File: src/shared/cgc_map.svh
// register map, field positions, reset values and counts of the clock generator control
// assumes an 8-bit register port with byte addresses as printed
`ifndef CGC_MAP_SVH
`define CGC_MAP_SVH

// register byte addresses
`define CGC_ADDR_CTRL 8'h36
`define CGC_ADDR_MULT 8'h37
`define CGC_ADDR_TRIM 8'h38
`define CGC_ADDR_DIV 8'h39
`define CGC_ADDR_STAGE 8'h3A

// control register bit positions
`define CGC_BIT_IRQ_EN 7
`define CGC_BIT_FAIL 6
`define CGC_BIT_MON_ON 5
`define CGC_BIT_SEL 4
`define CGC_BIT_INT_EN 3
`define CGC_BIT_INT_STABLE 2
`define CGC_BIT_EXT_EN 1
`define CGC_BIT_EXT_STABLE 0

// reset values
`define CGC_RST_MULT 7'h15
`define CGC_RST_TRIM 8'h80

// limits and counts
`define CGC_DIV_MAX 4'h9
`define CGC_EXT_START_CYCLES 13'h1000
`define CGC_READ_NONE 8'h00

`endif

File: src/shared/cgc_pkg.sv
// types shared by the clock generator control block
// assumes cgc_map.svh is on the include path
package cgc_pkg;

    // software-visible control bits plus their one-cycle-old copy
    typedef struct packed {
        logic irq_en;     // monitor_irq_enable
        logic fail;       // monitor_fail_flag
        logic mon_on;     // monitor_on
        logic sel;        // clock select, 1 = external
        logic int_en;     // internal_gen_enable
        logic int_stable; // internal_gen_stable
        logic ext_en;     // external_gen_enable
        logic ext_stable; // external_gen_stable
    } cgc_ctrl_s;

    // values handed over by the digital loop filter
    typedef struct packed {
        logic [3:0] div;   // divider_stages
        logic [7:0] stage; // oscillator_stage_count
    } cgc_loop_s;

    // whole state of the block
    typedef struct packed {
        cgc_ctrl_s ctrl;           // control register
        cgc_ctrl_s prev;           // copy sampled one edge earlier
        logic fail_armed;          // fail flag seen set by a read
        logic [6:0] mult;          // multiplier_factor
        logic [7:0] trim;          // trim_factor
        logic [3:0] div;           // divider field as read back
        logic [7:0] stage;         // stage field
        logic [12:0] ext_count;    // external clock edges since enable
        logic [2:0] ext_pipe;      // external clock synchroniser + edge stage
        logic [1:0] int_dead_s;    // internal clock inactive sync
        logic [1:0] ext_dead_s;    // external clock inactive sync
        logic [1:0] in_range_s;    // internal clock in range sync
        logic [1:0] slow_s;        // slow external option sync
        cgc_loop_s loop_s1;        // loop filter sync, first stage
        cgc_loop_s loop_s2;        // loop filter sync, second stage
        logic [7:0] rdata;         // read data
        logic irq;                 // interrupt request out
        logic [6:0] mult_eff;      // effective multiplier out
        logic [3:0] div_eff;       // saturated divider out
        logic expect_slow;         // monitor expectation out
    } cgc_state_s;

endpackage

File: src/rtl/cgc_top.sv
// control and status logic of a clock generator: oscillator enables,
// clock select, clock monitor flag and interrupt, trim and oscillator settings
// assumes one 100 MHz bus clock, synchronous reset, and analog status pins
// that arrive from outside this clock domain
`timescale 1ns/1ps
`default_nettype none
`include "cgc_map.svh"

// Function
// - irq when enable and fail both set
// - irq enable settable after monitor on
// - fail set on inactive clock when monitoring
// - fail cleared by read then zero write
// - monitor on needs both gens enabled, stable
// - monitor on forced by fail, enables
// - select one picks external, zero internal
// - select changes need target source stable
// - select forced by inactive source while monitoring, or by disabled source
// - internal enable clear needs select, monitor off
// - internal stable tracks in-range, cleared by events
// - external enable clear needs select, monitor clear
// - external stable after 4096 external cycles
// - multiplier zero acts as one
// - multiplier locked while monitoring, resets 21
// - trim step lowers frequency 0.195 percent
// - trim locked while monitoring, resets midpoint
// - divider output saturates at nine, field reads back as written
// - divider owned by loop while internal on
// - stage field sets oscillator stage count
// - stage owned by loop while internal on
// - slow option sets monitor expectation
module cgc_top (
    input wire logic CLOCK,
    input wire logic RST,
    input wire logic [7:0] ADDR,
    input wire logic [7:0] WDATA,
    input wire logic WR,
    input wire logic RD,
    output logic [7:0] RDATA,
    input wire logic EXTERNAL_CLOCK,
    input wire logic INT_CLK_INACTIVE,
    input wire logic EXT_CLK_INACTIVE,
    input wire logic INT_CLK_IN_RANGE,
    input wire logic SLOW_EXTERNAL_OPTION,
    input wire cgc_pkg::cgc_loop_s LOOP_IN,
    output logic MONITOR_IRQ,
    output logic MONITOR_ON,
    output logic MONITOR_EXPECT_SLOW,
    output logic CLK_SELECT,
    output logic INT_GEN_ENABLE,
    output logic EXT_GEN_ENABLE,
    output logic [6:0] MULT_FACTOR,
    output logic [7:0] TRIM_FACTOR,
    output logic [3:0] DIV_STAGES,
    output logic [7:0] OSC_STAGE_COUNT
);
    import cgc_pkg::*;

    cgc_state_s r_q; // registered state
    cgc_state_s r_d; // next state

    // zero multiplier behaves as one
    function automatic logic [6:0] eff_mult(input logic [6:0] m);
        eff_mult = (m == 7'h00) ? 7'h01 : m;
    endfunction

    // divider values above nine act as nine
    function automatic logic [3:0] sat_div(input logic [3:0] d);
        sat_div = (d > `CGC_DIV_MAX) ? `CGC_DIV_MAX : d;
    endfunction

    // read mux over the register map
    function automatic logic [7:0] read_reg(input cgc_state_s s, input logic [7:0] a);
        if (a == `CGC_ADDR_CTRL) begin
            read_reg = s.ctrl;
        end else if (a == `CGC_ADDR_MULT) begin
            read_reg = {1'b0, s.mult};
        end else if (a == `CGC_ADDR_TRIM) begin
            read_reg = s.trim;
        end else if (a == `CGC_ADDR_DIV) begin
            read_reg = {4'h0, s.div};
        end else if (a == `CGC_ADDR_STAGE) begin
            read_reg = s.stage;
        end else begin
            // unmapped addresses read as zero
            read_reg = `CGC_READ_NONE;
        end
    endfunction

    // next-state logic for the whole block
    always_comb begin
        logic wr_ctrl;    // write to control register
        logic wr_mult;    // accepted multiplier write
        logic wr_trim;    // accepted trim write
        logic int_dead;   // internal clock inactive, synchronised
        logic ext_dead;   // external clock inactive, synchronised
        logic ext_edge;   // rising external clock edge
        cgc_ctrl_s c;     // current control bits
        cgc_ctrl_s p;     // control bits one edge old
        cgc_ctrl_s n;     // control bits being built
        wr_ctrl = 1'b0;
        wr_mult = 1'b0;
        wr_trim = 1'b0;
        int_dead = 1'b0;
        ext_dead = 1'b0;
        ext_edge = 1'b0;
        c = r_q.ctrl;
        p = r_q.prev;
        n = r_q.ctrl;
        r_d = r_q;

        // pin synchronisers; the second stage is looked at, the third too for the external clock
        r_d.int_dead_s = {r_q.int_dead_s[0], INT_CLK_INACTIVE};
        r_d.ext_dead_s = {r_q.ext_dead_s[0], EXT_CLK_INACTIVE};
        r_d.in_range_s = {r_q.in_range_s[0], INT_CLK_IN_RANGE};
        r_d.slow_s = {r_q.slow_s[0], SLOW_EXTERNAL_OPTION};
        r_d.ext_pipe = {r_q.ext_pipe[1:0], EXTERNAL_CLOCK};
        r_d.loop_s1 = LOOP_IN;
        r_d.loop_s2 = r_q.loop_s1;
        int_dead = r_q.int_dead_s[1];
        ext_dead = r_q.ext_dead_s[1];
        // edge seen between second and third stage
        ext_edge = r_q.ext_pipe[1] & ~r_q.ext_pipe[2];

        // address decode of writes
        if (WR && ADDR == `CGC_ADDR_CTRL) begin
            wr_ctrl = 1'b1;
        end else if (WR && ADDR == `CGC_ADDR_MULT) begin
            wr_mult = ~c.mon_on;
        end else if (WR && ADDR == `CGC_ADDR_TRIM) begin
            wr_trim = ~c.mon_on;
        end

        // software requests on the control bits, gated by permissions
        if (wr_ctrl) begin
            if (WDATA[`CGC_BIT_IRQ_EN] && p.mon_on) begin
                n.irq_en = 1'b1;
            end else if (!WDATA[`CGC_BIT_IRQ_EN]) begin
                n.irq_en = 1'b0;
            end
            if (WDATA[`CGC_BIT_MON_ON] && p.int_en && p.ext_en
                && p.int_stable && p.ext_stable) begin
                n.mon_on = 1'b1;
            end else if (!WDATA[`CGC_BIT_MON_ON]) begin
                n.mon_on = 1'b0;
            end
            if (WDATA[`CGC_BIT_SEL] && p.ext_en && p.ext_stable) begin
                n.sel = 1'b1;
            end else if (!WDATA[`CGC_BIT_SEL] && p.int_en && p.int_stable) begin
                n.sel = 1'b0;
            end
            // internal clear needs select set, external clear needs select clear; both need monitor off
            if (WDATA[`CGC_BIT_INT_EN]) begin
                n.int_en = 1'b1;
            end else if (p.sel && !p.mon_on) begin
                n.int_en = 1'b0;
            end
            if (WDATA[`CGC_BIT_EXT_EN]) begin
                n.ext_en = 1'b1;
            end else if (!p.sel && !p.mon_on) begin
                n.ext_en = 1'b0;
            end
        end

        // read of a set flag arms the clear
        if (RD && ADDR == `CGC_ADDR_CTRL && c.fail) begin
            r_d.fail_armed = 1'b1;
        end
        if (wr_ctrl) begin
            // armed zero write clears the flag
            if (!WDATA[`CGC_BIT_FAIL] && r_q.fail_armed) begin
                n.fail = 1'b0;
            end
            r_d.fail_armed = 1'b0;
        end
        // monitor catches an inactive clock; set wins over clear
        if (c.mon_on && (int_dead || ext_dead)) begin
            n.fail = 1'b1;
        end

        if (n.fail) begin
            n.mon_on = 1'b1;
        end
        if (n.mon_on || !n.sel) begin
            n.int_en = 1'b1;
        end
        if (n.mon_on || n.sel) begin
            n.ext_en = 1'b1;
        end
        // fallback to external when internal dies while monitoring, or internal is off
        if ((c.mon_on && int_dead) || !n.int_en) begin
            n.sel = 1'b1;
        end
        // fallback to internal when external dies while monitoring, or external is off
        if ((c.mon_on && ext_dead) || !n.ext_en) begin
            n.sel = 1'b0;
        end
        if (!n.sel) begin
            n.int_en = 1'b1;
        end
        // monitor off when a generator is off
        if (!n.int_en || !n.ext_en) begin
            n.mon_on = 1'b0;
        end
        if (!n.mon_on) begin
            n.fail = 1'b0;
            r_d.fail_armed = 1'b0;
        end
        if (!n.mon_on) begin
            n.irq_en = 1'b0;
        end

        // in-range flag, dropped by a new multiplier or trim
        n.int_stable = r_q.in_range_s[1] & n.int_en & ~(c.mon_on & int_dead)
            & ~wr_mult & ~wr_trim;

        // count external edges from the enable
        if (!n.ext_en || (c.mon_on && ext_dead)) begin
            r_d.ext_count = 13'h0000;
        end else if (ext_edge && r_q.ext_count != `CGC_EXT_START_CYCLES) begin
            r_d.ext_count = r_q.ext_count + 13'h0001;
        end
        n.ext_stable = (r_d.ext_count == `CGC_EXT_START_CYCLES);

        if (wr_mult) begin
            r_d.mult = WDATA[6:0];
        end
        if (wr_trim) begin
            r_d.trim = WDATA;
        end

        // loop filter owns the oscillator fields while internal enable is set; otherwise a write sets them
        if (n.int_en) begin
            r_d.div = r_q.loop_s2.div;
            r_d.stage = r_q.loop_s2.stage;
        end else if (WR && ADDR == `CGC_ADDR_DIV) begin
            r_d.div = WDATA[3:0];
        end else if (WR && ADDR == `CGC_ADDR_STAGE) begin
            r_d.stage = WDATA;
        end

        r_d.ctrl = n;
        // copy checked by the next write
        r_d.prev = r_q.ctrl;

        // read data valid in the cycle after the strobe only
        r_d.rdata = RD ? read_reg(r_q, ADDR) : `CGC_READ_NONE;

        // registered outputs
        // request from enable and flag
        r_d.irq = n.irq_en & n.fail;
        r_d.mult_eff = eff_mult(r_d.mult);
        r_d.div_eff = sat_div(r_d.div);
        r_d.expect_slow = r_q.slow_s[1];

        // synchronous reset; divider and stage fields are not cleared and still follow the loop or a write
        if (RST) begin
            r_d.ctrl = '0;
            r_d.ctrl.int_en = 1'b1;
            r_d.prev = '0;
            r_d.fail_armed = 1'b0;
            r_d.mult = `CGC_RST_MULT;
            r_d.trim = `CGC_RST_TRIM;
            r_d.ext_count = 13'h0000;
            r_d.ext_pipe = 3'h0;
            r_d.int_dead_s = 2'h0;
            r_d.ext_dead_s = 2'h0;
            r_d.in_range_s = 2'h0;
            r_d.slow_s = 2'h0;
            r_d.loop_s1 = '0;
            r_d.loop_s2 = '0;
            r_d.rdata = `CGC_READ_NONE;
            r_d.irq = 1'b0;
            r_d.mult_eff = `CGC_RST_MULT;
            r_d.div_eff = sat_div(r_q.div);
            r_d.expect_slow = 1'b0;
        end
    end

    // single state register
    always_ff @(posedge CLOCK) begin
        r_q <= r_d;
    end

    // outputs straight from flip-flops
    assign RDATA = r_q.rdata;
    assign MONITOR_IRQ = r_q.irq;
    assign MONITOR_ON = r_q.ctrl.mon_on;
    assign MONITOR_EXPECT_SLOW = r_q.expect_slow;
    assign CLK_SELECT = r_q.ctrl.sel;
    assign INT_GEN_ENABLE = r_q.ctrl.int_en;
    assign EXT_GEN_ENABLE = r_q.ctrl.ext_en;
    assign MULT_FACTOR = r_q.mult_eff;
    assign TRIM_FACTOR = r_q.trim;
    assign DIV_STAGES = r_q.div_eff;
    assign OSC_STAGE_COUNT = r_q.stage;

endmodule
`default_nettype wire

File: config.mk
export PLATFORM = sky130hd
export DESIGN_NAME = cgc_top
export DESIGN_NICKNAME = d
export VERILOG_FILES = /design/src/shared/cgc_pkg.sv /design/src/rtl/cgc_top.sv
export VERILOG_INCLUDE_DIRS = /design/src /design/src/shared
export SDC_FILE = /design/constraint.sdc
export NUM_CORES = 1
export LEC_CHECK = 0
export ABC_AREA = 1
export BUFFER_PORTS_ARGS = -buffer_cell sky130_fd_sc_hd__buf_2
export CORE_ASPECT_RATIO = 0.9
export CORE_MARGIN = 2
export CORE_UTILIZATION = 53
export CTS_BUF_LIST = sky130_fd_sc_hd__clkbuf_4
export DETAILED_ROUTE_END_ITERATION = 10
export GPL_TIMING_DRIVEN = 0
export PLACE_DENSITY = 0.76
export SLEW_MARGIN = 10
export SYNTH_ARGS = -nofsm -noshare
export SYNTH_HDL_FRONTEND = slang
export SYNTH_SLANG_ARGS = --single-unit
File: constraint.sdc
create_clock -name CLOCK -period 3.1 [get_ports CLOCK]
set_clock_uncertainty 0.1 [all_clocks]
set_input_delay 0.775 -clock CLOCK [delete_from_list [all_inputs] [get_ports CLOCK]]
set_output_delay 0.775 -clock CLOCK [all_outputs]
set_load 0.01 [all_outputs]
==> results.json, run 1 <==
{
  "status": "completed",
  "avgSynthCellArea_um2": 7.548,
  "detail_route.wl_per_cell_um": 12.52,
  "swShare_pct": 25.37,
  "cap_violations": 0,
  "p_int_mw": 1.708,
  "area_growth_pct": 13.64,
  "cts_sinks": 111,
  "grt_max_degree": 20,
  "crit_slowest_cell": "nand2_1",
  "combPwrFrac_pct": 6.4,
  "num_rows": 32,
  "dieWidth_um": 104.4,
  "criticalPathCategory": "in2reg",
  "drive_above_1_share_pct": 22.22,
  "yosys_warnings": 0,
  "syn-instance-count": 637,
  "core_um2": 8688,
  "yosys.area.top_type": "dfxtp_1",
  "ios": 78,
  "hold_viol_final": 0,
  "cp-end-kind": "flop",
  "crit_required_ns": 3.14,
  "path_cells": "buf_2 > inv_2 > nor2_2 > nand2_2 > nor2_4 > nand3_2 > nand3_2 > nor2_4 > nand2_2 > buf_6 > inv_1 > nand2_1",
  "arrival_ns": 2.41,
  "worstMarginPinSlew_ns": 0.5788,
  "vias": 4047,
  "p_leak_nw": 2.635,
  "drv_slew": 0,
  "clock_latency_ns": 0.46,
  "finalSetupTns_ns": 0,
  "min_period_ns": 2.369,
  "slew_headroom_pct": 61.41,
  "worst_slack_ns": 0.7311,
  "nets": 764,
  "cts_setup_buffers": 0,
  "synthAdderAreaFrac_pct": 0.5204,
  "finalWeightedCongestion": 0.9914,
  "post-dp-hpwl_um": 8286,
  "hold_buffers": 0,
  "total_power_mw": 2.288,
  "cts.clk_slew.worst_paths_ns": 0.17,
  "drtIter0Drc": 220,
  "syn_area_um2": 4808,
  "p_seq_share_pct": 65.1,
  "cts_buffer_depth": 2,
  "p_switching_uw": 580.4,
  "top_usage_layer": "met2",
  "grt_pass1_vias": 3748,
  "power.share.clock_pct": 28.5,
  "cts_tree": "done",
  "vias_per_cell": 4.772,
  "grt_pass1_wl_um": 17190,
  "synth_nets": 676,
  "wl_um": 10620,
  "setup_violations": 0,
  "synthXorXnorAreaFrac_pct": 1.821,
  "synth-seq-cells": 111,
  "rsz0062_at_grt": "false",
  "global_route.overflow_total": 0,
  "h-tree-depth": 3,
  "synth_mux_area_share_pct": 0,
  "initial_core_util_pct": 55.34,
  "hold_class": "reg2reg",
  "die-area_um2": 9851,
  "max_freq_ghz": 0.4221,
  "cp_max_fo": 10,
  "powerDensity_nw_per_um2": 418.7,
  "synthSimpleGateAreaFrac_pct": 23.73,
  "cpLargestDelayFamily": "simple AND/OR/NAND/NOR gates",
  "fin_crit_sh_pct": 76.42,
  "io_buffers": 77,
  "gr-usage-met1_pct": 27.86,
  "synth-compound-area-share_pct": 10.67,
  "critPathBufInv": 4,
  "ys_types": 39,
  "drc": 0,
  "final_common_cell": "nand2_1",
  "grt_use_met2_pct": 38.07,
  "synth_area_leaders": "dfxtp_1, nand2_1, inv_1",
  "peakVddDrop_mv": 0.2929,
  "synth_top_family_by_area": "simple AND/OR/NAND/NOR gates",
  "die_h_um": 94.36,
  "grt_usage_pct": 21.98,
  "crit_path_start_kind": "input pin",
  "hold_slack_ns": 0.3097,
  "use_met3_pct": 4.624,
  "dp_slack_ns": 0.2702,
  "final_cell_mix": "nand2_1, dfxtp_1, inv_1, nor2_1, buf_2",
  "numCtsBuffers": 9,
  "diodes": 0,
  "yosysTopAreaCellShare_pct": 42.88,
  "ant_nets": 0,
  "post_cts_resized": 0,
  "max_stage_delay_ns": 0.27,
  "seq_area_frac_synth_pct": 47.88,
  "drtPass1Iterations": 5,
  "antenna_found_initial": 0,
  "cts_root_buffer": "clkbuf_4"
}
-- sequential cells by signal (all words and copies together), names as in the netlist --
register	count
CLK_SELECT	1
DIV_STAGES	4
EXT_GEN_ENABLE	1
INT_GEN_ENABLE	1
MONITOR_EXPECT_SLOW	1
MONITOR_IRQ	1
MONITOR_ON	1
MULT_FACTOR	7
OSC_STAGE_COUNT	8
RDATA	8
TRIM_FACTOR	8
r_q	70
-- metrics by stage --
stage / util [%] / area [um2] / instances
4_1_cts: 62.89 / 5464 / 848
3_3_place_gp: 61.49 / 5343 / 833
3_5_place_dp: 61.49 / 5343 / 833
6_report: 62.89 / 5464 / 848
5_1_grt: 62.89 / 5464 / 848
2_1_floorplan: - / 4808 / 637
-- per-layer routing --
metal / up-vias / routed length [um] / part of all wire (%)
li1: 2120 / - / -
met1: 1773 / 4878 / 46
met2: 136 / 4942 / 47
met3: 18 / 583 / 5.5
met4: 0 / 211 / 2.0
met5: - / 0 / 0
-- final timing paths --
check | from | end | slack, ns | cells after the start
setup reg to reg | r_q[56] | r_q[105] | 0.90 | 13
hold / removal | r_q[44] | r_q[32] | 0.31 | 2
hold reg to reg | r_q[44] | r_q[32] | 0.31 | 2
setup / recovery | ADDR[1] | OSC_STAGE_COUNT[3] | 0.73 | 12
-- power by group through the flow --
stage	Combinational, mW	Clock (mW)	Sequential [mW]
6_report	0.147	0.652	1.49
2_1_floorplan	0.0864	0	1.51
5_1_grt	0.165	0.706	1.49
3_3_place_gp	0.144	0	1.52
3_5_place_dp	0.147	0	1.52
4_1_cts	0.147	0.664	1.49
-- logic make-up (layout without fill, tap and decap cells) --
logic type | Yosys count | count (layout)
compound gates | 87 | 87
xor+xnor | 10 | 10
fa+ha+maj | 2 | 2
buf+inv | 158 | 250
flops | 111 | 111
simple gates | 269 | 269
-- Yosys cell counts (all sizes together) --
library cell,count
a211oi,1
a21boi,1
a21oi,18
a221oi,4
a311oi,1
a31oi,2
a32oi,3
buf,41
clkbuf,9
clkinv,1
dfxtp,103
edfxtp,8
ha,2
inv,107
nand2,130
nand3,24
nand4,4
nor2,102
nor3,7
nor4,2
o211ai,5
o21a,2
o21ai,47
o221ai,1
o22ai,1
o31ai,1
xnor2,2
xor2,8
-- tightest hold or removal path, cell delays in order, from the launching register on --
cell	delay, ns
dfxtp_1	0.33
inv_1	0.04
nor2_1	0.03
-- layout make-up --
class | instances | area, um2
fill | 797 | 3224
sequential | 111 | 2302
multi-input combinational | 368 | 1767
inverter | 108 | 405.4
timing repair buffer | 77 | 385.4
buffer | 50 | 334.1
tap | 119 | 148.9
clock buffer | 9 | 67.56
clock inverter | 6 | 53.80
Power figures use the tool's default switching activity.
==> run 2, diff against run 1 <==
--- a/config.mk
+++ b/config.mk
@@ -14,7 +14,7 @@
 export CTS_BUF_LIST = sky130_fd_sc_hd__clkbuf_4
 export DETAILED_ROUTE_END_ITERATION = 10
 export GPL_TIMING_DRIVEN = 0
-export PLACE_DENSITY = 0.76
+export PLACE_DENSITY = 0.79
 export SLEW_MARGIN = 10
 export SYNTH_ARGS = -nofsm -noshare
 export SYNTH_HDL_FRONTEND = slang
==> constraint.sdc (replaced) <==
create_clock -name CLOCK -period 2 [get_ports CLOCK]
set_clock_uncertainty 0.1 [all_clocks]
set_input_delay 0.5 -clock CLOCK [delete_from_list [all_inputs] [get_ports CLOCK]]
set_output_delay 0.5 -clock CLOCK [all_outputs]
set_load 0.01 [all_outputs]
==> run 2 against run 1 <==
  * Non-clock buffer count up 9
  * Critical endpoint is now DIV_STAGES[0]
  * Combinational power up 61%
  * Global-route usage increased by 0.66 points
  * Highest routed layer unchanged
==> results.json, run 2 (same netlist as run 1, synthesis figures left out) <==
{
  "grt_pass1_wl_um": 17550,
  "area_growth_pct": 17.93,
  "cts_tree": "done",
  "arrival_ns": 2.22,
  "hold_slack_ns": 0.1176,
  "nets": 773,
  "num_rows": 32,
  "gr-usage-met1_pct": 27.59,
  "cp-end-kind": "flop",
  "fillCellCount": 731,
  "detail_route.wl_per_cell_um": 12.87,
  "cts_sinks": 111,
  "global_route.overflow_total": 0,
  "regArea_um2": 2311,
  "cp_max_fo": 10,
  "clock_latency_ns": 0.46,
  "core_um2": 8688,
  "crit_slowest_cell": "nor2_4",
  "drive_above_1_share_pct": 25.98,
  "grt_usage_pct": 22.65,
  "ios": 78,
  "p_leak_nw": 2.685,
  "drv_slew": 0,
  "post-dp-hpwl_um": 8240,
  "multiInputGateArea_um2": 1851,
  "top_usage_layer": "met2",
  "crit_path_start_kind": "input pin",
  "finalWeightedCongestion": 0.9720,
  "hold_viol_final": 0,
  "use_met3_pct": 5.245,
  "setup_violations": 0,
  "crit_required_ns": 2.30,
  "ant_nets": 0,
  "cap_violations": 0,
  "final_common_cell": "nand2_1",
  "slew_headroom_pct": 57.40,
  "status": "completed",
  "dp_cells": 833,
  "wl_um": 11040,
  "die-area_um2": 9851,
  "crit_top_cell": "nand2_1",
  "worstHoldStart": "LOOP_IN[0]",
  "numCtsBuffers": 9,
  "path_cells": "buf_2 > inv_2 > nand2_2 > nor2_4 > nand2_2 > nor2_4 > nand2_1 > nand2_1 > nor2_4 > buf_4 > nand2_4 > buf_6 > nand2_1 > o21ai_2 > nand2_1 > nand3_1 > nand2_1",
  "min_period_ns": 1.920,
  "timing.rr.end": "r_q[105]",
  "grt_pass1_vias": 3818,
  "hold_class": "in2reg",
  "io_buffers": 77,
  "diodes": 0,
  "r2r.worst_path.cells": 10,
  "criticalPathCategory": "in2reg",
  "worstMarginPinSlew_ns": 0.6390,
  "powerDensity_nw_per_um2": 653.2,
  "max_freq_ghz": 0.5208,
  "top_register": "r_q",
  "post_dp_cell_area_um2": 5369,
  "h-tree-depth": 3,
  "hold_buffers": 0,
  "cts.clk_slew.worst_paths_ns": 0.18,
  "drc": 0,
  "grt_max_degree": 20,
  "drtPass1Iterations": 5,
  "vias_per_cell": 4.859,
  "peakVddDrop_mv": 0.4208,
  "cts_root_buffer": "clkbuf_4",
  "die_h_um": 94.36,
  "dieWidth_um": 104.4,
  "antenna_found_initial": 0,
  "min_to": "r_q[33]",
  "final_cell_area_um2": 5670,
  "drtIter0Drc": 266,
  "final_cells": 858,
  "initial_core_util_pct": 55.34,
  "r2r-start": "r_q[57]",
  "final_cell_mix": "nand2_1, dfxtp_1, inv_1, nor2_1, buf_2",
  "vias": 4169,
  "fin_crit_sh_pct": 96.01,
  "whs_path_depth": 3,
  "grt_use_met2_pct": 39.22,
  "cts_buffer_depth": 2,
  "regToRegSetupSlack_ns": 0.09,
  "final_util_pct": 65.27,
  "max_stage_delay_ns": 0.19,
  "largest_reg_flops": 70
}
[run 2: area by class of cell]
class / count / share of cell area (%)
plain buffers: 50 / 6.002
clock buffers: 10 / 1.324
clock inverters: 6 / 1.368
inverters: 108 / 7.237
multi-input cells: 368 / 32.63
flip-flops and latches: 111 / 40.75
well taps: 119 / 2.626
repair buffers: 86 / 8.054
[run 2: what timing repair did]
| action | CTS | global route |
|---|---|---|
| pin swaps | 0 | 10 |
| cloned | 0 | 0 |
| setup endpoints to repair | 3 | 4 |
| resized for setup | 7 | 20 |
| setup buffers | 1 | 8 |
[run 2: how the worst max path moves through the flow]
| stage | from | endpoint | slack [ns] | depth (start not counted) |
|---|---|---|---|---|
| 6_report | ADDR[0] | DIV_STAGES[0] | 0.08 | 17 |
| 5_1_grt | r_q[57] | r_q[105] | -0.03 | 13 |
| 4_1_cts | r_q[56] | r_q[105] | 0.03 | 13 |
| 3_3_place_gp | ADDR[6] | r_q[105] | -0.34 | 15 |
| 3_5_place_dp | ADDR[6] | r_q[105] | -0.43 | 15 |
| 2_1_floorplan | ADDR[5] | OSC_STAGE_COUNT[0] | 0.009 | 11 |
[run 2: critical path, delay by kind of cell]
family          cells  cell delay [ns]
buf+inv             4             0.51
compound gates      1             0.09
simple gates       12             1.11
[run 2: per-layer routing]
layer,share of wire (%),vias up
met5,0,-
met4,2.7,0
met3,7.5,21
met2,46,161
met1,44,1849
li1,-,2138
[run 2: power by group]
group | switching [mW] | leakage [nW] | internal (mW)
combinational | 0.146 | 1.67 | 0.0906
clock | 0.745 | 0.0806 | 0.418
sequential | 0.0199 | 0.937 | 2.28
total | 0.911 | 2.69 | 2.79
[run 2: per-stage QoR]
stage / total power, mW / setup TNS, ns / setup slack, ns
floorplan: 2.482 / 0 / 0.008629
global placement: 2.577 / -9.441 / -0.3388
detailed placement: 2.583 / -12.65 / -0.4310
CTS: 3.722 / 0 / 0.03231
global route: 3.827 / -0.06374 / -0.03076
finish: 3.704 / 0 / 0.07975
